## config.mk

```make
export PLATFORM = sky130hd
export DESIGN_NAME = adct_wrap_trig
export DESIGN_NICKNAME = d
export VERILOG_FILES = /design/src/pkg/adct_pkg.sv /design/src/rtl/adct_trig_select.sv /design/src/rtl/adct_trig_detect.sv /design/src/rtl/adct_wrap_trig.sv
export SDC_FILE = /design/constraint.sdc
export NUM_CORES = 1
export LEC_CHECK = 0
export BUFFER_PORTS_ARGS = -buffer_cell sky130_fd_sc_hd__buf_2
export CORE_ASPECT_RATIO = 0.9
export CORE_UTILIZATION = 45
export CTS_BUF_LIST = sky130_fd_sc_hd__clkbuf_8
export CTS_CLUSTER_SIZE = 12
export DETAILED_ROUTE_END_ITERATION = 16
export HOLD_SLACK_MARGIN = 0.02
export PLACE_DENSITY = 0.73
export SLEW_MARGIN = 10
export SYNTH_ARGS = -nofsm -noshare
export SYNTH_HDL_FRONTEND = slang
export SYNTH_SLANG_ARGS = --single-unit
```

## constraint.sdc

```tcl
create_clock -name pclk -period 4.5 [get_ports pclk]
set_input_delay 0.9 -clock pclk [delete_from_list [all_inputs] [get_ports pclk]]
set_output_delay 0.9 -clock pclk [all_outputs]
set_load 0.02 [all_outputs]
```

## src/pkg/adct_pkg.sv

```systemverilog
// Purpose: Shared constants for the converter wrap and trigger select block
// Assumes: 32-bit APB data, one aligned word per register
// Notes: Register index times four gives the byte address
package adct_pkg;

    // Register indices, byte address is index * 4
    localparam logic [3:0] IDX_WRAP = 4'h0;
    localparam logic [3:0] IDX_TRIG_SRC = 4'h1;
    localparam logic [3:0] IDX_TRIG_CTRL = 4'h2;
    localparam logic [3:0] IDX_STATUS = 4'h3;
    localparam int ADDR_LSB = 2;
    localparam int IDX_W = 4;

    // Field positions in wrap_channel_control
    localparam int WRAP_LO = 0;
    localparam int WRAP_HI = 3;

    // Field positions in trigger_source_control
    localparam int CH_SEL_LO = 0;
    localparam int CH_SEL_HI = 3;
    localparam int CLASS_BIT = 7;

    // Field positions in the trigger control register
    localparam int MULTI_BIT = 0;
    localparam int ENABLE_BIT = 1;
    localparam int LEVEL_BIT = 2;
    localparam int POL_BIT = 3;
    localparam int START_LO = 4;
    localparam int START_HI = 7;

    // Field positions in the status register
    localparam int ACTIVE_BIT = 0;
    localparam int RSVD_BIT = 1;
    localparam int CUR_LO = 4;
    localparam int CUR_HI = 7;

    // Reset values
    localparam logic [3:0] WRAP_RST = 4'hf;
    localparam logic [3:0] CH_SEL_RST = 4'h0;
    localparam logic CLASS_RST = 1'b0;
    localparam logic [7:0] CTRL_RST = 8'h00;

    // Channel limits
    localparam logic [3:0] CH_ZERO = 4'h0;
    localparam logic [3:0] CH_LAST = 4'hf;
    localparam logic [3:0] WRAP_RESERVED = 4'h0;
    localparam logic [7:0] ONE_HOT_BASE = 8'h01;

endpackage : adct_pkg

```

## src/rtl/adct_trig_select.sv

```systemverilog
// Purpose: Synchronise trigger pins and pick the selected trigger source
// Assumes: All trigger pins are asynchronous to pclk
// Notes: First synchroniser stage feeds only the second
module adct_trig_select #(
    parameter int NUM_AN = 16,
    parameter int NUM_DED = 4,
    parameter bit HAS_DEDICATED = 1'b1
) (
    input wire logic pclk,
    input wire logic presetn,
    input wire logic [NUM_AN-1:0] analog_in,
    input wire logic [NUM_DED-1:0] dedicated_trigger_inputs,
    input wire logic trig_source_class,
    input wire logic [3:0] trig_channel_sel,
    output logic trig_level,
    output logic reserved_code,
    output logic analog_selected
);

    logic [NUM_AN-1:0] an_meta;
    logic [NUM_AN-1:0] an_sync;
    logic [NUM_DED-1:0] ded_meta;
    logic [NUM_DED-1:0] ded_sync;
    wire logic eff_class;
    wire logic ded_level;
    wire logic an_level;

    // Two-stage synchronisers for every pin
    always_ff @(posedge pclk or negedge presetn) begin
        if (!presetn) begin
            an_meta <= '0;
            an_sync <= '0;
            ded_meta <= '0;
            ded_sync <= '0;
        end else begin
            an_meta <= analog_in;
            an_sync <= an_meta;
            ded_meta <= dedicated_trigger_inputs;
            ded_sync <= ded_meta;
        end
    end

    assign eff_class = trig_source_class & HAS_DEDICATED;
    assign an_level = an_sync[trig_channel_sel];
    assign ded_level = ded_sync[trig_channel_sel[1:0]];
    assign reserved_code = eff_class & (trig_channel_sel[3] | trig_channel_sel[2]);
    assign trig_level = eff_class ? ded_level : an_level;
    assign analog_selected = ~eff_class;

endmodule // adct_trig_select

```

## src/rtl/adct_trig_detect.sv

```systemverilog
// Purpose: Turn the selected trigger level into trigger events
// Assumes: Input already synchronised to pclk
// Notes: Level mode fires every cycle the level is active
module adct_trig_detect (
    input wire logic pclk,
    input wire logic presetn,
    input wire logic trig_level,
    input wire logic ext_trigger_enable,
    input wire logic trigger_level_select,
    input wire logic trigger_polarity,
    input wire logic reserved_code,
    output logic trig_event
);

    logic prev_level;
    wire logic active_level;
    wire logic edge_seen;

    // Previous sample always tracks, so enabling gives no stale edge
    always_ff @(posedge pclk or negedge presetn) begin
        if (!presetn) begin
            prev_level <= 1'b0;
        end else begin
            prev_level <= trig_level;
        end
    end

    assign active_level = (trig_level == trigger_polarity);
    assign edge_seen = active_level & (trig_level != prev_level);
    assign trig_event = ext_trigger_enable & ~reserved_code & (trigger_level_select ? active_level : edge_seen);

endmodule // adct_trig_detect

```

## src/rtl/adct_wrap_trig.sv

```systemverilog
// Purpose: Wrap channel and trigger source control with APB registers
// Assumes: Single clock pclk, asynchronous active-low reset presetn
// Notes: Conversion timing is modelled by a cycle count per channel
//
// Overview of operation
// - A four-bit wrap field names the last channel of a multi-channel sequence.
// - In multi-channel mode a wrap value n of 1 to 15 wraps to channel zero after channel n; zero is reserved.
// - Any write to the trigger select register aborts the running sequence and starts none.
// - Bit 7 of trigger select picks analog channels or dedicated trigger inputs.
// - With the class bit clear the channel field routes that analog channel to the trigger path.
// - With the class bit set values 0 to 3 pick dedicated inputs and values with bit 2 or 3 are reserved.
// - Without dedicated inputs the class bit is stored but the analog channel stays the source.
// - The selected trigger starts conversions only while external triggering is enabled.
// - With an analog source and triggering enabled that channel's digital input buffer is enabled.
// - Level-select and polarity give falling edge, rising edge, low level and high level sensitivity.
module adct_wrap_trig #(
    parameter int NUM_AN = 16,
    parameter int NUM_DED = 4,
    parameter bit HAS_DEDICATED = 1'b1,
    parameter int CONV_CYCLES = 14
) (
    input wire logic pclk,
    input wire logic presetn,
    input wire logic psel,
    input wire logic penable,
    input wire logic pwrite,
    input wire logic [31:0] paddr,
    input wire logic [31:0] pwdata,
    output logic [31:0] prdata,
    output logic pready,
    output logic pslverr,
    input wire logic [NUM_AN-1:0] analog_in,
    input wire logic [NUM_DED-1:0] dedicated_trigger_inputs,
    output logic [NUM_AN-1:0] dig_in_en,
    output logic conv_start,
    output logic [3:0] conv_channel,
    output logic seq_active,
    output logic seq_done
);

    typedef enum logic [0:0] {
        ST_IDLE,
        ST_CONVERT
    } adct_state_t;

    localparam int CNT_W = $clog2(CONV_CYCLES + 1);
    localparam logic [CNT_W-1:0] CNT_LAST = CNT_W'(CONV_CYCLES - 1);
    localparam logic [CNT_W-1:0] CNT_ZERO = '0;

    // Software-visible state
    logic [3:0] wrap_channel;
    logic [3:0] trig_channel_sel;
    logic trig_source_class;
    logic [7:0] trig_ctrl;

    // Sequencer state
    adct_state_t state;
    adct_state_t next_state;
    logic [CNT_W-1:0] cnt;
    logic [CNT_W-1:0] next_cnt;
    logic [3:0] next_channel;
    logic next_conv_start;
    logic next_seq_done;

    // Bus decode
    localparam int IDX_W_L = adct_pkg::IDX_W;
    wire logic [IDX_W_L-1:0] idx;
    wire logic setup_access;
    wire logic done_access;
    wire logic wr_done;
    wire logic mapped;
    wire logic abort_wr;
    wire logic [31:0] rd_mux;

    // Control fields
    wire logic multi_channel_mode;
    wire logic ext_trigger_enable;
    wire logic trigger_level_select;
    wire logic trigger_polarity;
    wire logic [3:0] start_channel;
    wire logic [3:0] last_channel;
    wire logic trig_level;
    wire logic reserved_code;
    wire logic analog_selected;
    wire logic trig_event;
    wire logic step_end;
    wire logic more_channels;
    wire logic [NUM_AN-1:0] next_dig_in_en;

    // Decode used by several read and write paths
    function automatic logic idx_is(input logic [IDX_W_L-1:0] a, input logic [3:0] want);
        idx_is = (a == want);
    endfunction

    // APB decode; one wait state keeps read data registered
    assign idx = paddr[adct_pkg::ADDR_LSB +: IDX_W_L];
    assign setup_access = psel & penable & ~pready;
    assign done_access = psel & penable & pready;
    assign wr_done = done_access & pwrite;
    assign mapped = (paddr[31:adct_pkg::ADDR_LSB + IDX_W_L] == '0) & (paddr[adct_pkg::ADDR_LSB-1:0] == '0)
                    & (idx_is(idx, adct_pkg::IDX_WRAP) | idx_is(idx, adct_pkg::IDX_TRIG_SRC)
                    | idx_is(idx, adct_pkg::IDX_TRIG_CTRL) | idx_is(idx, adct_pkg::IDX_STATUS));
    assign abort_wr = wr_done & mapped & ~idx_is(idx, adct_pkg::IDX_STATUS);

    // Read multiplexer, unused upper bits read zero
    assign rd_mux = !mapped ? 32'h0000_0000 :
        idx_is(idx, adct_pkg::IDX_WRAP) ? {28'h000_0000, wrap_channel} :
        idx_is(idx, adct_pkg::IDX_TRIG_SRC) ? {24'h00_0000, trig_source_class, 3'h0, trig_channel_sel} :
        idx_is(idx, adct_pkg::IDX_TRIG_CTRL) ? {24'h00_0000, trig_ctrl} :
        {24'h00_0000, conv_channel, 2'h0, reserved_code, seq_active};

    // Bus answer registers
    always_ff @(posedge pclk or negedge presetn) begin
        if (!presetn) begin
            pready <= 1'b0;
            prdata <= 32'h0000_0000;
            pslverr <= 1'b0;
        end else begin
            pready <= setup_access;
            prdata <= setup_access ? rd_mux : prdata;
            pslverr <= setup_access & ~mapped;
        end
    end

    always_ff @(posedge pclk or negedge presetn) begin
        if (!presetn) begin
            wrap_channel <= adct_pkg::WRAP_RST;
        end else if (wr_done & mapped & idx_is(idx, adct_pkg::IDX_WRAP)) begin
            wrap_channel <= pwdata[adct_pkg::WRAP_HI:adct_pkg::WRAP_LO];
        end
    end

    always_ff @(posedge pclk or negedge presetn) begin
        if (!presetn) begin
            trig_channel_sel <= adct_pkg::CH_SEL_RST;
            trig_source_class <= adct_pkg::CLASS_RST;
        end else if (wr_done & mapped & idx_is(idx, adct_pkg::IDX_TRIG_SRC)) begin
            trig_channel_sel <= pwdata[adct_pkg::CH_SEL_HI:adct_pkg::CH_SEL_LO];
            trig_source_class <= pwdata[adct_pkg::CLASS_BIT];
        end
    end

    // Trigger control bits
    always_ff @(posedge pclk or negedge presetn) begin
        if (!presetn) begin
            trig_ctrl <= adct_pkg::CTRL_RST;
        end else if (wr_done & mapped & idx_is(idx, adct_pkg::IDX_TRIG_CTRL)) begin
            trig_ctrl <= pwdata[7:0];
        end
    end

    assign multi_channel_mode = trig_ctrl[adct_pkg::MULTI_BIT];
    assign ext_trigger_enable = trig_ctrl[adct_pkg::ENABLE_BIT];
    assign trigger_level_select = trig_ctrl[adct_pkg::LEVEL_BIT];
    assign trigger_polarity = trig_ctrl[adct_pkg::POL_BIT];
    assign start_channel = trig_ctrl[adct_pkg::START_HI:adct_pkg::START_LO];

    // Source selection and synchronisers
    adct_trig_select #(
        .NUM_AN(NUM_AN),
        .NUM_DED(NUM_DED),
        .HAS_DEDICATED(HAS_DEDICATED)
    ) u_select (
        .pclk(pclk),
        .presetn(presetn),
        .analog_in(analog_in),
        .dedicated_trigger_inputs(dedicated_trigger_inputs),
        .trig_source_class(trig_source_class),
        .trig_channel_sel(trig_channel_sel),
        .trig_level(trig_level),
        .reserved_code(reserved_code),
        .analog_selected(analog_selected)
    );

    // Edge or level sensing
    adct_trig_detect u_detect (
        .pclk(pclk),
        .presetn(presetn),
        .trig_level(trig_level),
        .ext_trigger_enable(ext_trigger_enable),
        .trigger_level_select(trigger_level_select),
        .trigger_polarity(trigger_polarity),
        .reserved_code(reserved_code),
        .trig_event(trig_event)
    );

    // digital buffer of the trigger channel
    assign next_dig_in_en = (ext_trigger_enable & analog_selected) ? (NUM_AN'(1) << trig_channel_sel) : '0;

    // reserved zero wraps after the top channel
    assign last_channel = (wrap_channel == adct_pkg::WRAP_RESERVED) ? adct_pkg::CH_LAST : wrap_channel;
    assign step_end = (cnt == CNT_LAST);
    assign more_channels = multi_channel_mode & (conv_channel != last_channel);

    // Sequencer next state; abort beats a trigger in the same cycle
    always_comb begin
        next_state = state;
        next_cnt = cnt;
        next_channel = conv_channel;
        next_conv_start = 1'b0;
        next_seq_done = 1'b0;
        unique case (state)
            ST_IDLE: begin
                // no start in an abort cycle
                if (trig_event & ~abort_wr) begin
                    next_state = ST_CONVERT;
                    next_cnt = CNT_ZERO;
                    next_channel = multi_channel_mode ? adct_pkg::CH_ZERO : start_channel;
                    next_conv_start = 1'b1;
                end
            end
            ST_CONVERT: begin
                if (abort_wr) begin
                    next_state = ST_IDLE;
                    next_cnt = CNT_ZERO;
                end else if (step_end & more_channels) begin
                    next_cnt = CNT_ZERO;
                    next_channel = conv_channel + 4'h1;
                    next_conv_start = 1'b1;
                end else if (step_end) begin
                    next_state = ST_IDLE;
                    next_cnt = CNT_ZERO;
                    next_channel = multi_channel_mode ? adct_pkg::CH_ZERO : conv_channel;
                    next_seq_done = 1'b1;
                end else begin
                    next_cnt = cnt + CNT_W'(1);
                end
            end
        endcase
    end

    // Sequencer registers and registered outputs
    always_ff @(posedge pclk or negedge presetn) begin
        if (!presetn) begin
            state <= ST_IDLE;
            cnt <= CNT_ZERO;
            conv_channel <= adct_pkg::CH_ZERO;
            conv_start <= 1'b0;
            seq_done <= 1'b0;
            seq_active <= 1'b0;
            dig_in_en <= '0;
        end else begin
            state <= next_state;
            cnt <= next_cnt;
            conv_channel <= next_channel;
            conv_start <= next_conv_start;
            seq_done <= next_seq_done;
            seq_active <= (next_state == ST_CONVERT);
            dig_in_en <= next_dig_in_en;
        end
    end
endmodule // adct_wrap_trig

```

==> report_table.html <==
<table>
<tr><th>Metric</th><th>Value</th></tr>
<tr><th colspan="2">Outcome</th></tr>
<tr><td>Outcome</td><td>finished, final reports clean</td></tr>
<tr><th colspan="2">Die</th></tr>
<tr><td>Area inside the core boundary</td><td>between 8000 and 9000 µm²</td></tr>
<tr><td>Die Span Y</td><td>between 90 and 100 µm</td></tr>
<tr><td>Number of placement rows</td><td>32</td></tr>
<tr><td>Initial standard-cell utilization of the core</td><td>~47%</td></tr>
<tr><td>Die Outline Area</td><td>9440 µm²</td></tr>
<tr><td>Die X-Extent</td><td>102 µm</td></tr>
<tr><td>Top-level I/O count</td><td>roughly 150</td></tr>
<tr><th colspan="2">Route</th></tr>
<tr><td>Remaining antenna violation count after routing</td><td>0</td></tr>
<tr><td>Vias</td><td>approximately 2800</td></tr>
<tr><td>Detailed-routing iteration count for the pre-antenna-repair pass</td><td>4</td></tr>
<tr><td>Detailed-route vias per instance</td><td>5.01</td></tr>
<tr><td>Aggregate routed wire length</td><td>7730 µm</td></tr>
<tr><td>Iteration-0 DRC count of the detailed router</td><td>between 150 and 200</td></tr>
<tr><td>Final routed wire length divided by cell count</td><td>13.7 µm</td></tr>
<tr><td>DRC errors left</td><td>0</td></tr>
<tr><th colspan="2">Critical path</th></tr>
<tr><td>Worst setup path category</td><td>register to register</td></tr>
<tr><td>Max stage delay on crit path</td><td>0.83 ns</td></tr>
<tr><td>Maximum fanout along the worst path</td><td>18</td></tr>
<tr><td>Bufs and invs on worst path</td><td>0</td></tr>
<tr><td>Type of element capturing the critical path</td><td>register</td></tr>
<tr><td>Crit path DAT</td><td>approximately 3.1 ns</td></tr>
<tr><td>CP delay by family, top</td><td>multiplexers</td></tr>
<tr><td>Category of the worst setup path launch point</td><td>register</td></tr>
<tr><td>Worst path cell trace</td><td>mux2i_1 -&gt; a211oi_1 -&gt; nand3_1 -&gt; nand3_1 -&gt; mux2i_1 -&gt; a41oi_1 -&gt; mux2_2</td></tr>
<tr><td>CP required</td><td>~4.8 ns</td></tr>
<tr><td>Cell with the largest stage delay on the worst path</td><td>sky130_fd_sc_hd__dfrtp_1</td></tr>
<tr><th colspan="2">CTS</th></tr>
<tr><td>Buffers from clock root to sink, at most</td><td>2</td></tr>
<tr><td>Clock transition at path regs</td><td>around 0.09 ns</td></tr>
<tr><td>TritonCTS clock tree</td><td>done</td></tr>
<tr><td>Number of buffers created by CTS</td><td>9</td></tr>
<tr><td>Number of hold-repair buffers added at the cts stage</td><td>0</td></tr>
<tr><td>CTS Sinks</td><td>95</td></tr>
<tr><td>Cts repair resizes</td><td>0</td></tr>
<tr><td>H-tree depth</td><td>3</td></tr>
<tr><td>Post-CTS setup repair buffer count</td><td>0</td></tr>
<tr><td>Root cell of the clock tree</td><td>sky130_fd_sc_hd__clkbuf_8</td></tr>
<tr><td>Clock insertion delay at the later pin of the skew report</td><td>0.36 ns</td></tr>
<tr><th colspan="2">Global routing</th></tr>
<tr><td>GRT Residual Overflow</td><td>0</td></tr>
<tr><td>Pin count of the biggest net entering global routing</td><td>67</td></tr>
<tr><td>Total track usage</td><td>between 10% and 20%</td></tr>
<tr><td>Vias in the first global route</td><td>2717</td></tr>
<tr><td>Initial antenna violation count</td><td>0</td></tr>
<tr><td>Wire length of the first global-routing pass</td><td>12700 µm</td></tr>
<tr><th colspan="2">Pwr</th></tr>
<tr><td>Leakage component of the power</td><td>about 2.3 nW</td></tr>
<tr><td>Maximum VDD drop</td><td>between 150 and 200 µV</td></tr>
<tr><td>Cell Pwr Density</td><td>roughly 310 nW/µm²</td></tr>
<tr><th colspan="2">Timing</th></tr>
<tr><td>Total count of hold-check failures in the final report</td><td>0</td></tr>
<tr><td>Setup repair after global routing missed its margin</td><td>false</td></tr>
<tr><td>Fin. max-slew vios</td><td>0</td></tr>
<tr><td>Slew at the pin with the worst max-slew slack</td><td>0.782 ns</td></tr>
<tr><td>Clock skew</td><td>about 0.011 ns</td></tr>
<tr><td>Final setup viols</td><td>0</td></tr>
<tr><td>Final period util</td><td>a little over three fifths</td></tr>
<tr><td>Max-slew headroom at the worst pin</td><td>between 40% and 50%</td></tr>
<tr><td>Fmax</td><td>about 350 MHz</td></tr>
<tr><td>Total negative setup slack</td><td>0 ns</td></tr>
<tr><td>Final Critical Period</td><td>2.82 ns</td></tr>
<tr><th colspan="2">Synth</th></tr>
<tr><td>Yosys Warn Count</td><td>0</td></tr>
<tr><td>Number of unique standard cell types used by synthesis</td><td>48</td></tr>
<tr><td>Post-Syn Area per Cell</td><td>11.8 µm²</td></tr>
<tr><td>Instance count of the mapped netlist</td><td>roughly 350</td></tr>
<tr><td>Sequential area share after synthesis</td><td>58.5%</td></tr>
<tr><td>Cell area after synthesis</td><td>between 4000 and 5000 µm²</td></tr>
<tr><td>EDFF count, synth</td><td>0</td></tr>
<tr><td>Number of flip-flops and latches in the synthesized netlist</td><td>95</td></tr>
<tr><td>Async SR Flop Fraction</td><td>100%</td></tr>
<tr><td>Most instantiated flip-flop cell in the synthesis netlist</td><td>sky130_fd_sc_hd__dfrtp_1</td></tr>
<tr><th colspan="2">Hold path</th></tr>
<tr><td>Path type of the worst min-delay path</td><td>register to register</td></tr>
<tr><th colspan="2">Place</th></tr>
<tr><td>Final HPWL from detailed placement</td><td>roughly 5700 µm</td></tr>
<tr><td>Number of instances in the placed design</td><td>between 500 and 600</td></tr>
<tr><td>Weighted congestion at the end of routability-driven global placement</td><td>0.887</td></tr>
<tr><td>Port Buf Inserts</td><td>97</td></tr>
<tr><th colspan="2">Final layout</th></tr>
<tr><td>Layout Utilization</td><td>54.5%</td></tr>
<tr><td>Net total in the final layout</td><td>~530</td></tr>
<tr><td>Share of final-layout standard cells stronger than drive strength 1</td><td>34.4%</td></tr>
<tr><td>Count of non-filler cells in the finished layout</td><td>between 500 and 600</td></tr>
<tr><td>Inserted Diodes</td><td>0</td></tr>
<tr><td>Layout overhead on the synthesized area</td><td>16.2%</td></tr>
<tr><th colspan="2">Job</th></tr>
<tr><td>Total of max-cap violations</td><td>0</td></tr>
</table>
[final timing paths]
check                                           startpoint  slack, ns  depth (start not counted)                             end
max in group asynchronous                          presetn       2.96                          2     wrap_channel[0]$_DFFE_PN1P_
min                         u_select.ded_meta[2]$_DFF_PN0_       0.35                          0  u_select.ded_sync[2]$_DFF_PN0_
max reg2reg                trig_channel_sel[1]$_DFFE_PN0P_       1.68                          7              cnt[0]$_DFFE_PN0P_
min reg2reg                 u_select.ded_meta[2]$_DFF_PN0_       0.35                          0  u_select.ded_sync[2]$_DFF_PN0_
min in group asynchronous                          presetn       0.62                          1  u_select.an_meta[12]$_DFF_PN0_
max                        trig_channel_sel[1]$_DFFE_PN0P_       1.68                          7              cnt[0]$_DFFE_PN0P_
[cells by family after synthesis]
kind of cell	share of synthesized area, %
AO/OA/AOI/OAI	8.78
XOR/XNOR	0.645
adder cells (fa/ha/maj)	0.921
buffers and inverters	6.54
flip-flops	58.5
multiplexers	10.3
other	0.0920
AND/OR/NAND/NOR	14.2
[placed cells by master, fill, tap and decap left out, types with 5 or more instances in the layout]
master / Yosys / routed
sky130_fd_sc_hd__nand3_1: 11 / 11
sky130_fd_sc_hd__mux2i_1: 15 / 15
sky130_fd_sc_hd__buf_2: 3 / 96
sky130_fd_sc_hd__a21oi_1: 6 / 6
sky130_fd_sc_hd__dfrtp_1: 91 / 91
sky130_fd_sc_hd__nor3_1: 7 / 7
sky130_fd_sc_hd__a22o_1: 5 / 5
sky130_fd_sc_hd__clkbuf_8: 0 / 9
sky130_fd_sc_hd__conb_1: 1 / 24
sky130_fd_sc_hd__o31ai_1: 9 / 9
sky130_fd_sc_hd__nor2b_1: 5 / 5
sky130_fd_sc_hd__o21ai_0: 12 / 12
sky130_fd_sc_hd__inv_1: 6 / 6
sky130_fd_sc_hd__nand2_1: 29 / 29
sky130_fd_sc_hd__a22oi_1: 6 / 6
sky130_fd_sc_hd__mux2_2: 22 / 22
sky130_fd_sc_hd__nor2_1: 29 / 29
[layout make-up]
| class | count | area, µm² |
|---|---|---|
| Inverter | 6 | 22.5 |
| Clock inverter | 6 | 51.3 |
| Multi-Input combinational cell | 231 | 1510 |
| Clock buffer | 9 | 124 |
| Fill cell | 780 | 3950 |
| Tap cell | 119 | 149 |
| Sequential cell | 95 | 2380 |
| Timing Repair Buffer | 98 | 495 |
[power by group]
part           total (mW)  leakage [nW]  internal (mW)  switching, mW
Sequential          0.877          1.22          0.872        0.00479
Combinational      0.0863         0.997         0.0289         0.0574
Clock               0.510        0.0928          0.209          0.301
[sequential cells by signal (all words and copies together) (netlist names)]
name	count
seq_done	1
conv_channel	4
dig_in_en	16
trig_channel_sel	4
prdata	8
trig_ctrl	8
pslverr	1
cnt	4
trig_source_class	1
conv_start	1
u_select.an_sync	16
u_select.ded_meta	4
pready	1
wrap_channel	4
state	1
u_select.ded_sync	4
u_detect.prev_level	1
u_select.an_meta	16
[layer usage]
metal | wire (µm) | up-vias | share of wire [%] | track usage [%]
met2 | 3710 | 123 | 48 | 28.9
met5 | 0 | - | 0 | 0
li1 | - | 1362 | - | -
met3 | 597 | 6 | 7.7 | 4.19
met1 | 3340 | 1334 | 43 | 23.6
met4 | 86 | 0 | 1.1 | 6.90
[synth_stat cells (all sizes together) (3+ instances only)]
library cell | instances | area, µm²
nor4 | 8 | 75.1
nand3 | 11 | 55.1
clkbuf | 5 | 18.8
a21oi | 7 | 38.8
buf | 31 | 225
nand2 | 29 | 109
xnor2 | 3 | 26.3
nor3 | 7 | 35.0
ha | 3 | 37.5
or2 | 5 | 31.3
a22o | 5 | 43.8
and3 | 3 | 23.8
nor2b | 5 | 31.3
nand4 | 3 | 18.8
inv | 6 | 22.5
nor2 | 29 | 109
a22oi | 6 | 45.0
nand2b | 4 | 25.0
dfrtp | 91 | 2280
dfstp | 4 | 105
mux2 | 22 | 248
mux2i | 15 | 150
o31ai | 9 | 67.6
o21ai | 12 | 60.1
[stage by stage]
stage | setup WS [ns] | total power [mW] | instance area, µm² | hold WS (ns)
after global routing | 1.39 | 1.55 | 4740 | 0.358
after detailed placement | 1.37 | 0.982 | 4560 | 0.335
after global placement | 1.42 | 0.980 | 4560 | 0.334
after floorplan | 1.69 | 0.946 | 4160 | 0.331
final | 1.68 | 1.47 | 4740 | 0.353
after CTS | 1.66 | 1.50 | 4740 | 0.355
Note: power is estimated with default switching activity, not from simulation.
